File: config.mk
export PLATFORM = sky130hd
export DESIGN_NAME = sbs_sram
export DESIGN_NICKNAME = d
export VERILOG_FILES = /design/src/logic/sbs_pkg.sv /design/src/logic/sbs_burst_order.sv /design/src/logic/sbs_fifo.sv /design/src/logic/sbs_sram.sv
export SDC_FILE = /design/constraint.sdc
export NUM_CORES = 2
export LEC_CHECK = 0
export ABC_CLOCK_PERIOD_IN_PS = 6600
export BUFFER_PORTS_ARGS = -buffer_cell sky130_fd_sc_hd__buf_4
export CORE_MARGIN = 2
export CORE_UTILIZATION = 42
export CTS_CLUSTER_SIZE = 10
export DETAILED_ROUTE_END_ITERATION = 10
export PLACE_DENSITY = 0.59
export SLEW_MARGIN = 0
export SYNTH_ARGS = -nofsm -noshare
export SYNTH_HDL_FRONTEND = slang
export SYNTH_SLANG_ARGS = --single-unit
File: constraint.sdc
create_clock -name clk -period 6.6 [get_ports clk]
set_input_delay 0.33 -clock clk [delete_from_list [all_inputs] [get_ports clk]]
set_output_delay 0.33 -clock clk [all_outputs]
set_load 0.02 [all_outputs]
File: src/logic/sbs_pkg.sv
// shared constants and types for the burst sram model
// assumes one clock and a bus master working on that same clock
package sbs_pkg;
  localparam int ADDR_W     = 17;
  localparam int DATA_W     = 36;
  localparam int LANES      = 4;
  localparam int LANE_W     = 9;
  localparam int MEM_AW     = 6;
  localparam int MEM_DEPTH  = 64;
  localparam int FIFO_DEPTH = 8;
  localparam int BURST_LEN  = 4;
  localparam logic [LANES-1:0] LANES_ALL  = 4'hF;
  localparam logic [LANES-1:0] LANES_NONE = 4'h0;
  localparam logic [1:0]       CNT_FIRST  = 2'h0;
  localparam logic [1:0]       CNT_STEP   = 2'h1;

  typedef enum logic [1:0] {
    ST_IDLE  = 2'b00,
    ST_BURST = 2'b01,
    ST_SLEEP = 2'b10
  } sbs_state_type;
endpackage

File: src/logic/sbs_burst_order.sv
// low address bits of a burst word from start value and count
// assumes a static order select, already synchronised
`timescale 1ns/10ps
module sbs_burst_order (
  input  wire logic       interleaved,
  input  wire logic [1:0] base,
  input  wire logic [1:0] count,
  output logic      [1:0] lowAddr
);
  // linear wraps by dropping the carry, interleaved flips bits
  always_comb begin
    if (interleaved) begin
      lowAddr = base ^ count;
    end else begin
      lowAddr = 2'(base + count);
    end
  end
endmodule

File: src/logic/sbs_fifo.sv
// first-in first-out buffer held in flip-flops
// assumes both sides on clk; pop and push may share a cycle
`timescale 1ns/10ps
module sbs_fifo #(
  parameter int WIDTH = 8,
  parameter int DEPTH = 8
) (
  input  wire logic             clk,
  input  wire logic             rst,
  input  wire logic             inValid,
  output logic                  inReady,
  input  wire logic [WIDTH-1:0] inData,
  output logic                  outValid,
  input  wire logic             outReady,
  output logic      [WIDTH-1:0] outData
);
  localparam int PW = $clog2(DEPTH);
  logic [WIDTH-1:0] slotFf [DEPTH];
  logic [PW-1:0]    wrPtrFf;
  logic [PW-1:0]    rdPtrFf;
  logic [PW:0]      countFf;
  logic             push;
  logic             pop;

  // honest full and empty straight from the occupancy count
  assign inReady  = (countFf != (PW+1)'(DEPTH));
  assign outValid = (countFf != '0);
  assign outData  = slotFf[rdPtrFf];
  assign push     = inValid && inReady;
  assign pop      = outValid && outReady;

  // pointers wrap because the depth is a power of two
  always_ff @(posedge clk or posedge rst) begin
    if (rst) begin
      wrPtrFf <= '0;
      rdPtrFf <= '0;
      countFf <= '0;
    end else begin
      if (push) begin
        wrPtrFf <= PW'(wrPtrFf + 1'b1);
      end
      if (pop) begin
        rdPtrFf <= PW'(rdPtrFf + 1'b1);
      end
      if (push && !pop) begin
        countFf <= (PW+1)'(countFf + 1'b1);
      end else if (pop && !push) begin
        countFf <= (PW+1)'(countFf - 1'b1);
      end
    end
  end

  // storage needs no reset, the count guards it
  always_ff @(posedge clk) begin
    if (push) begin
      slotFf[wrPtrFf] <= inData;
    end
  end
endmodule

File: src/logic/sbs_sram.sv
// pipelined synchronous burst sram with four word burst counter
// assumes the master drives all pins from the same clock edge
`timescale 1ns/10ps
module sbs_sram (
  input  wire logic                        clk,
  input  wire logic                        rst,
  input  wire logic [sbs_pkg::ADDR_W-1:0]  addrIn,
  input  wire logic                        chipEnableN,
  input  wire logic                        selectHigh,
  input  wire logic                        selectLowN,
  input  wire logic                        processorAddrStrobeN,
  input  wire logic                        controllerAddrStrobeN,
  input  wire logic                        burstStepN,
  input  wire logic                        globalWriteN,
  input  wire logic                        byteWriteEnableN,
  input  wire logic [sbs_pkg::LANES-1:0]   byteLaneWriteN,
  input  wire logic                        outputEnableN,
  input  wire logic                        sleepRequest,
  input  wire logic                        burstOrderSelectN,
  input  wire logic [sbs_pkg::DATA_W-1:0]  dqIn,
  output logic      [sbs_pkg::DATA_W-1:0]  dqOut,
  output logic                             dqOe,
  output logic                             writeReady
);
  import sbs_pkg::*;

  localparam int FW = MEM_AW + LANES + DATA_W;

  sbs_state_type     stateFf;
  sbs_state_type     nxt_state;
  logic [ADDR_W-1:0] addrFf;
  logic [ADDR_W-1:0] curAddr;
  logic [1:0]        baseFf;
  logic [1:0]        cntFf;
  logic [1:0]        nxt_cnt;
  logic [1:0]        stepLow;
  logic              strapMetaFf;
  logic              strapFf;
  logic              rdPendFf;
  logic              rdValidFf;
  logic [DATA_W-1:0] rdDataFf;
  logic [DATA_W-1:0] memFf [MEM_DEPTH];
  logic              selected;
  logic              anyStrobe;
  logic              procStart;
  logic              ctrlStart;
  logic              startGo;
  logic              contCyc;
  logic              advance;
  logic              deselect;
  logic [LANES-1:0]  wrLanes;
  logic              readGo;
  logic              writeGo;
  logic              fifoInReady;
  logic              headValid;
  logic [FW-1:0]     headWord;
  logic [MEM_AW-1:0] headIdx;
  logic [LANES-1:0]  headLanes;
  logic [DATA_W-1:0] headData;
  logic              drainGo;
  logic [DATA_W-1:0] memWord;

  // lanes written by the write controls of one cycle
  function automatic logic [LANES-1:0] laneDecode(
    input logic             gwN,
    input logic             bweN,
    input logic [LANES-1:0] laneN
  );
    logic [LANES-1:0] res;
    res = LANES_NONE;
    if (!gwN) begin
      res = LANES_ALL;
    end else if (!bweN) begin
      res = ~laneN;
    end
    return res;
  endfunction

  // overlay the enabled lanes of a new word on an old one
  function automatic logic [DATA_W-1:0] laneMerge(
    input logic [DATA_W-1:0] oldW,
    input logic [DATA_W-1:0] newW,
    input logic [LANES-1:0]  lanes
  );
    logic [DATA_W-1:0] res;
    res = oldW;
    for (int i = 0; i < LANES; i++) begin
      if (lanes[i]) begin
        res[i*LANE_W +: LANE_W] = newW[i*LANE_W +: LANE_W];
      end
    end
    return res;
  endfunction

  // strap is static but asynchronous to clk, so it is synchronised
  always_ff @(posedge clk or posedge rst) begin
    if (rst) begin
      strapMetaFf <= 1'b0;
      strapFf     <= 1'b0;
    end else begin
      strapMetaFf <= burstOrderSelectN;
      strapFf     <= strapMetaFf;
    end
  end

  // cycle decode; processor strobe starts a read when selected and awake, whatever the write pins
  assign selected  = !chipEnableN && selectHigh && !selectLowN;
  assign anyStrobe = !processorAddrStrobeN || !controllerAddrStrobeN;
  assign procStart = !processorAddrStrobeN && selected;
  assign ctrlStart = processorAddrStrobeN && !controllerAddrStrobeN
                     && selected;
  assign startGo   = (procStart || ctrlStart) && !sleepRequest;
  assign deselect  = anyStrobe && !selected;
  assign contCyc   = !anyStrobe && (stateFf == ST_BURST) && !sleepRequest;
  assign advance   = contCyc && !burstStepN;
  assign wrLanes   = laneDecode(globalWriteN, byteWriteEnableN,
                                byteLaneWriteN);
  assign readGo    = procStart && !sleepRequest
                     || (ctrlStart && !sleepRequest || contCyc)
                        && (wrLanes == LANES_NONE);
  // a full buffer refuses the write; writeReady reports this at the pins
  assign writeGo   = (ctrlStart && !sleepRequest || contCyc)
                     && (wrLanes != LANES_NONE) && fifoInReady;

  // next word of the sequence, counted from the start value
  assign nxt_cnt = 2'(cntFf + CNT_STEP);
  sbs_burst_order u_order (
    .interleaved (strapFf),
    .base        (baseFf),
    .count       (nxt_cnt),
    .lowAddr     (stepLow)
  );

  // upper bits stay put; a held step reuses the address
  always_comb begin
    if (startGo) begin
      curAddr = addrIn;
    end else if (advance) begin
      curAddr = {addrFf[ADDR_W-1:2], stepLow};
    end else begin
      curAddr = addrFf;
    end
  end

  // burst state: sleep drops any burst in flight
  always_comb begin
    case (stateFf)
      ST_IDLE: begin
        nxt_state = startGo ? ST_BURST : ST_IDLE;
      end
      ST_BURST: begin
        nxt_state = deselect ? ST_IDLE : ST_BURST;
      end
      ST_SLEEP: begin
        nxt_state = ST_IDLE;
      end
      default: begin
        nxt_state = ST_IDLE;
      end
    endcase
    if (sleepRequest) begin
      nxt_state = ST_SLEEP;
    end
  end

  always_ff @(posedge clk or posedge rst) begin
    if (rst) begin
      stateFf <= ST_IDLE;
    end else begin
      stateFf <= nxt_state;
    end
  end

  // address register, start value and burst counter
  always_ff @(posedge clk or posedge rst) begin
    if (rst) begin
      addrFf <= '0;
      baseFf <= CNT_FIRST;
      cntFf  <= CNT_FIRST;
    end else if (startGo) begin
      addrFf <= addrIn;
      baseFf <= addrIn[1:0];
      cntFf  <= CNT_FIRST;
    end else if (advance) begin
      addrFf <= curAddr;
      cntFf  <= nxt_cnt;
    end
  end

  // writes queue up, then retire into the array one per clock
  sbs_fifo #(
    .WIDTH (FW),
    .DEPTH (FIFO_DEPTH)
  ) u_wrfifo (
    .clk      (clk),
    .rst      (rst),
    .inValid  (writeGo),
    .inReady  (fifoInReady),
    .inData   ({curAddr[MEM_AW-1:0], wrLanes, dqIn}),
    .outValid (headValid),
    .outReady (!sleepRequest),
    .outData  (headWord)
  );

  assign headIdx   = headWord[FW-1 -: MEM_AW];
  assign headLanes = headWord[DATA_W +: LANES];
  assign headData  = headWord[DATA_W-1:0];
  // array is frozen in sleep, so the buffer holds pending writes
  assign drainGo   = headValid && !sleepRequest;

  always_ff @(posedge clk) begin
    if (drainGo) begin
      memFf[headIdx] <= laneMerge(memFf[headIdx], headData, headLanes);
    end
  end

  // awake, at most one write waits, so forwarding the head suffices
  always_comb begin
    memWord = memFf[addrFf[MEM_AW-1:0]];
    if (headValid && headIdx == addrFf[MEM_AW-1:0]) begin
      memWord = laneMerge(memWord, headData, headLanes);
    end
  end

  // one stage between the registered address and the data
  always_ff @(posedge clk or posedge rst) begin
    if (rst) begin
      rdPendFf  <= 1'b0;
      rdValidFf <= 1'b0;
      rdDataFf  <= '0;
    end else begin
      rdPendFf  <= readGo;
      rdValidFf <= rdPendFf && !sleepRequest;
      if (rdPendFf) begin
        rdDataFf <= memWord;
      end
    end
  end

  assign dqOut      = rdDataFf;
  assign writeReady = fifoInReady;
  // enable is a pin-level gate, deliberately not clocked
  assign dqOe = rdValidFf && !outputEnableN && !sleepRequest;
endmodule

==> metrics <==
Starting DRT DRC Count=6,086; Via density=5.911; status=finished clean; met2 wire length=126,900 µm; setup bufs post-CTS=0; r2r worst-path depth=7; initial antenna violation count=6; simple-gate area share of the yosys netlist=2.383%; RSZ-0062 raised after global routing=no; Post-synth EDFFs=2,672; Core ar.=249,100 µm²; area added between synthesis and finish=14.31%; cts bufs inserted=326; Syn Inst Count=4,929; Max-Cap Viols=0; crit-path max FO=43; dpl hpwl=150,900 µm; Total Routing Usage GR=20.36%; Primary FF master, synth=edfxtp_1; post-synthesis mux area share=14.92%; # resized after CTS=0; Synth area leader=edfxtp_1; clock sinks=2,734; Port Buf Inserts=96; sequential area share after synthesis=77.58%; placed cell areas=111,100 µm²; total number of H-tree levels=5; async set-reset flop share out of synthesis=2.268%; Area contributors post-synth=edfxtp_1 (76%), mux4_2 (13%), dfrtp_1 (1.5%), mux2i_1 (1.1%), a221oi_1 (0.77%); Hold-fix buffers, CTS=60; Non-Filler Instances=8,806; Synth Area in Compound Gates=3.469%; CP Data Arrival Time=5310 ps; max_slew headroom=14.29%; gpl congestion=0.7867; Worst-Margin Slew=1286 ps; Detailed Route WL=263,800 µm; post-synthesis instance area=105,400 µm²; Overflow after GRT=0; Syn. warnings=0; worst-skew pair later-pin latency=950 ps; R2R setup slack=1930 ps; crit path to=memFf[46][6]; Post-Place Cells=8,299; HP Class=input pin to register; min Tclk post-route=4669 ps; fraction of layout cells with a size suffix above 1=25.97%; drt pass-1 iters=6; most frequent cells in the layout=edfxtp_1 (2,672), mux4_2 (616), buf_4 (343); largest family of logic cells by synthesized area=multiplexers; CTS tree=yes; R2R Path Start=u_wrfifo.rdPtrFf[2]; clock slew at reported path FFs=60 ps; routed wl met3=18,910 µm; post-synthesis adder-cell area fraction=0.09020%; Initial Util=42.32%; Die X=505.0 µm; Avg WL per Cell=29.96 µm; R2R Path End=memFf[46][6]; Worst Min Path Start=byteLaneWriteN[2]; Final Hold Fails=0; flops & latches, synth=2,734; global-route wire length before repair=377,600 µm; setup TNS=0 ps; leak pwr=0.03734 µW; Worst setup SP type=register; vias in the first global route=52,810; CTS max path bufs=4; Die ar.=255,000 µm²; CP required=7240 ps; Worst VDD drop=0.4034 mV; Die Y=505.0 µm; Final Setup Violations=0; fraction of the cycle the final worst path needs=70.75%; Peak Freq=0.2142 GHz; Crit Path Class=register to register; Synth top area share=76.11%; Final Max Tran Viols=0; Cell variety after synth=59; row count=183; M1 WL=111,500 µm; beginning of the critical path=u_wrfifo.rdPtrFf[2]; via count=52,060; detailed-route DRC error count=0; commonest non-fill, non-tap cell in the layout=edfxtp_1; clock skew=60.95 ps; CP Capture Type=register; final instance area=120,500 µm²; nets=5,434; Mapped Nets=5,006; pwr dens=430.2 nW/µm²; num ports=108; Post-Syn Area per Cell=21.39 µm²; post-synthesis xor/xnor area fraction=0.1400%; Top Layer Used=met5; post-route antenna net violation count=0; CTS root buf=clkbuf_16; largest net degree at the start of global routing=125
layout make-up:
cell class                      count  area (µm²)
Antenna cell                        4       10.01
Clock buffer                      432        8683
Clock inverter                     11       97.59
Fill cell                       20340      128600
Inverter                           18       70.07
Multi-Input combinational cell   1864       22290
Sequential cell                  2734       81820
Tap cell                         3330        4167
Timing Repair Buffer              413        3376
worst min-delay path by stage:
stage,cells past startpoint,slack (ps),to
5_1_grt,2,90,u_wrfifo.slotFf[6][38]
2_1_floorplan,0,330,strapFf
3_5_place_dp,2,350,dqOut[0]
4_1_cts,2,30,u_wrfifo.slotFf[0][38]
3_3_place_gp,0,330,strapFf
6_report,2,110,u_wrfifo.slotFf[2][38]
per-layer routing:
layer	up-vias	GRT usage (%)
met2	2035	32.41
li1	21610	-
met5	-	0
met1	28040	29.11
met4	2	5.684
met3	375	3.420
cell usage after synthesis (9+ instances only):
master / number
edfxtp_1: 2672
mux4_2: 616
nor2_1: 192
clkbuf_1: 153
nor3_1: 144
mux2i_1: 115
nand2_1: 103
a221oi_1: 93
a22o_1: 88
buf_2: 84
o21ai_0: 75
o22ai_1: 63
dfrtp_1: 62
mux2_2: 62
buf_1: 46
a21oi_1: 42
o221ai_1: 40
a22oi_1: 38
a31oi_1: 31
nand3_1: 30
buf_4: 25
inv_1: 17
nor2b_1: 13
xnor2_1: 12
or3_1: 11
nand2b_1: 9
flip-flops by register name, indices dropped and copies added (netlist names):
signal / flops
stateFf: 2
u_wrfifo.wrPtrFf: 3
cntFf: 2
strapMetaFf: 1
u_wrfifo.rdPtrFf: 3
baseFf: 2
dqOut: 36
rdValidFf: 1
memFf: 2304
rdPendFf: 1
addrFf: 6
u_wrfifo.slotFf: 368
u_wrfifo.countFf: 4
strapFf: 1
cell families (layout without fill, tap and decap cells):
| logic type | count (synthesis) | in the layout |
|---|---|---|
| flip-flops | 2734 | 2734 |
| multiplexers | 794 | 794 |
| AND/OR/NAND/NOR | 545 | 545 |
| AO/OA/AOI/OAI | 502 | 502 |
| buffers and inverters | 331 | 874 |
| XOR/XNOR | 16 | 16 |
| adder cells (fa/ha/maj) | 7 | 7 |
| other | 0 | 4 |
per-stage QoR:
stage          total power (µW)  hold slack, ps  util (%)  worst slack, ps
5_1_grt                   53490           87.97     48.37             1803
3_5_place_dp              36770           348.4     44.60             2028
4_1_cts                   52220           28.13     48.37             2003
6_report                  51840           106.9     48.37             1931
3_3_place_gp              36400           332.4     44.60             2019
2_1_floorplan             30580           331.2         -            922.1
worst max-delay path, stage by stage, from the launching register on:
cell,delay (ps)
dfrtp_4,920
mux2i_1,170
a22o_1,300
nor2_1,350
nand3_2,940
buf_4,630
nor3_1,710
buf_4,280
where the power goes:
| part | internal (µW) | switching, µW |
|---|---|---|
| clock network | 9040 | 6420 |
| logic | 3440 | 9400 |
| registers | 23100 | 467 |
| total | 35600 | 16300 |
No activity file was read; power rests on OpenSTA's default activity.
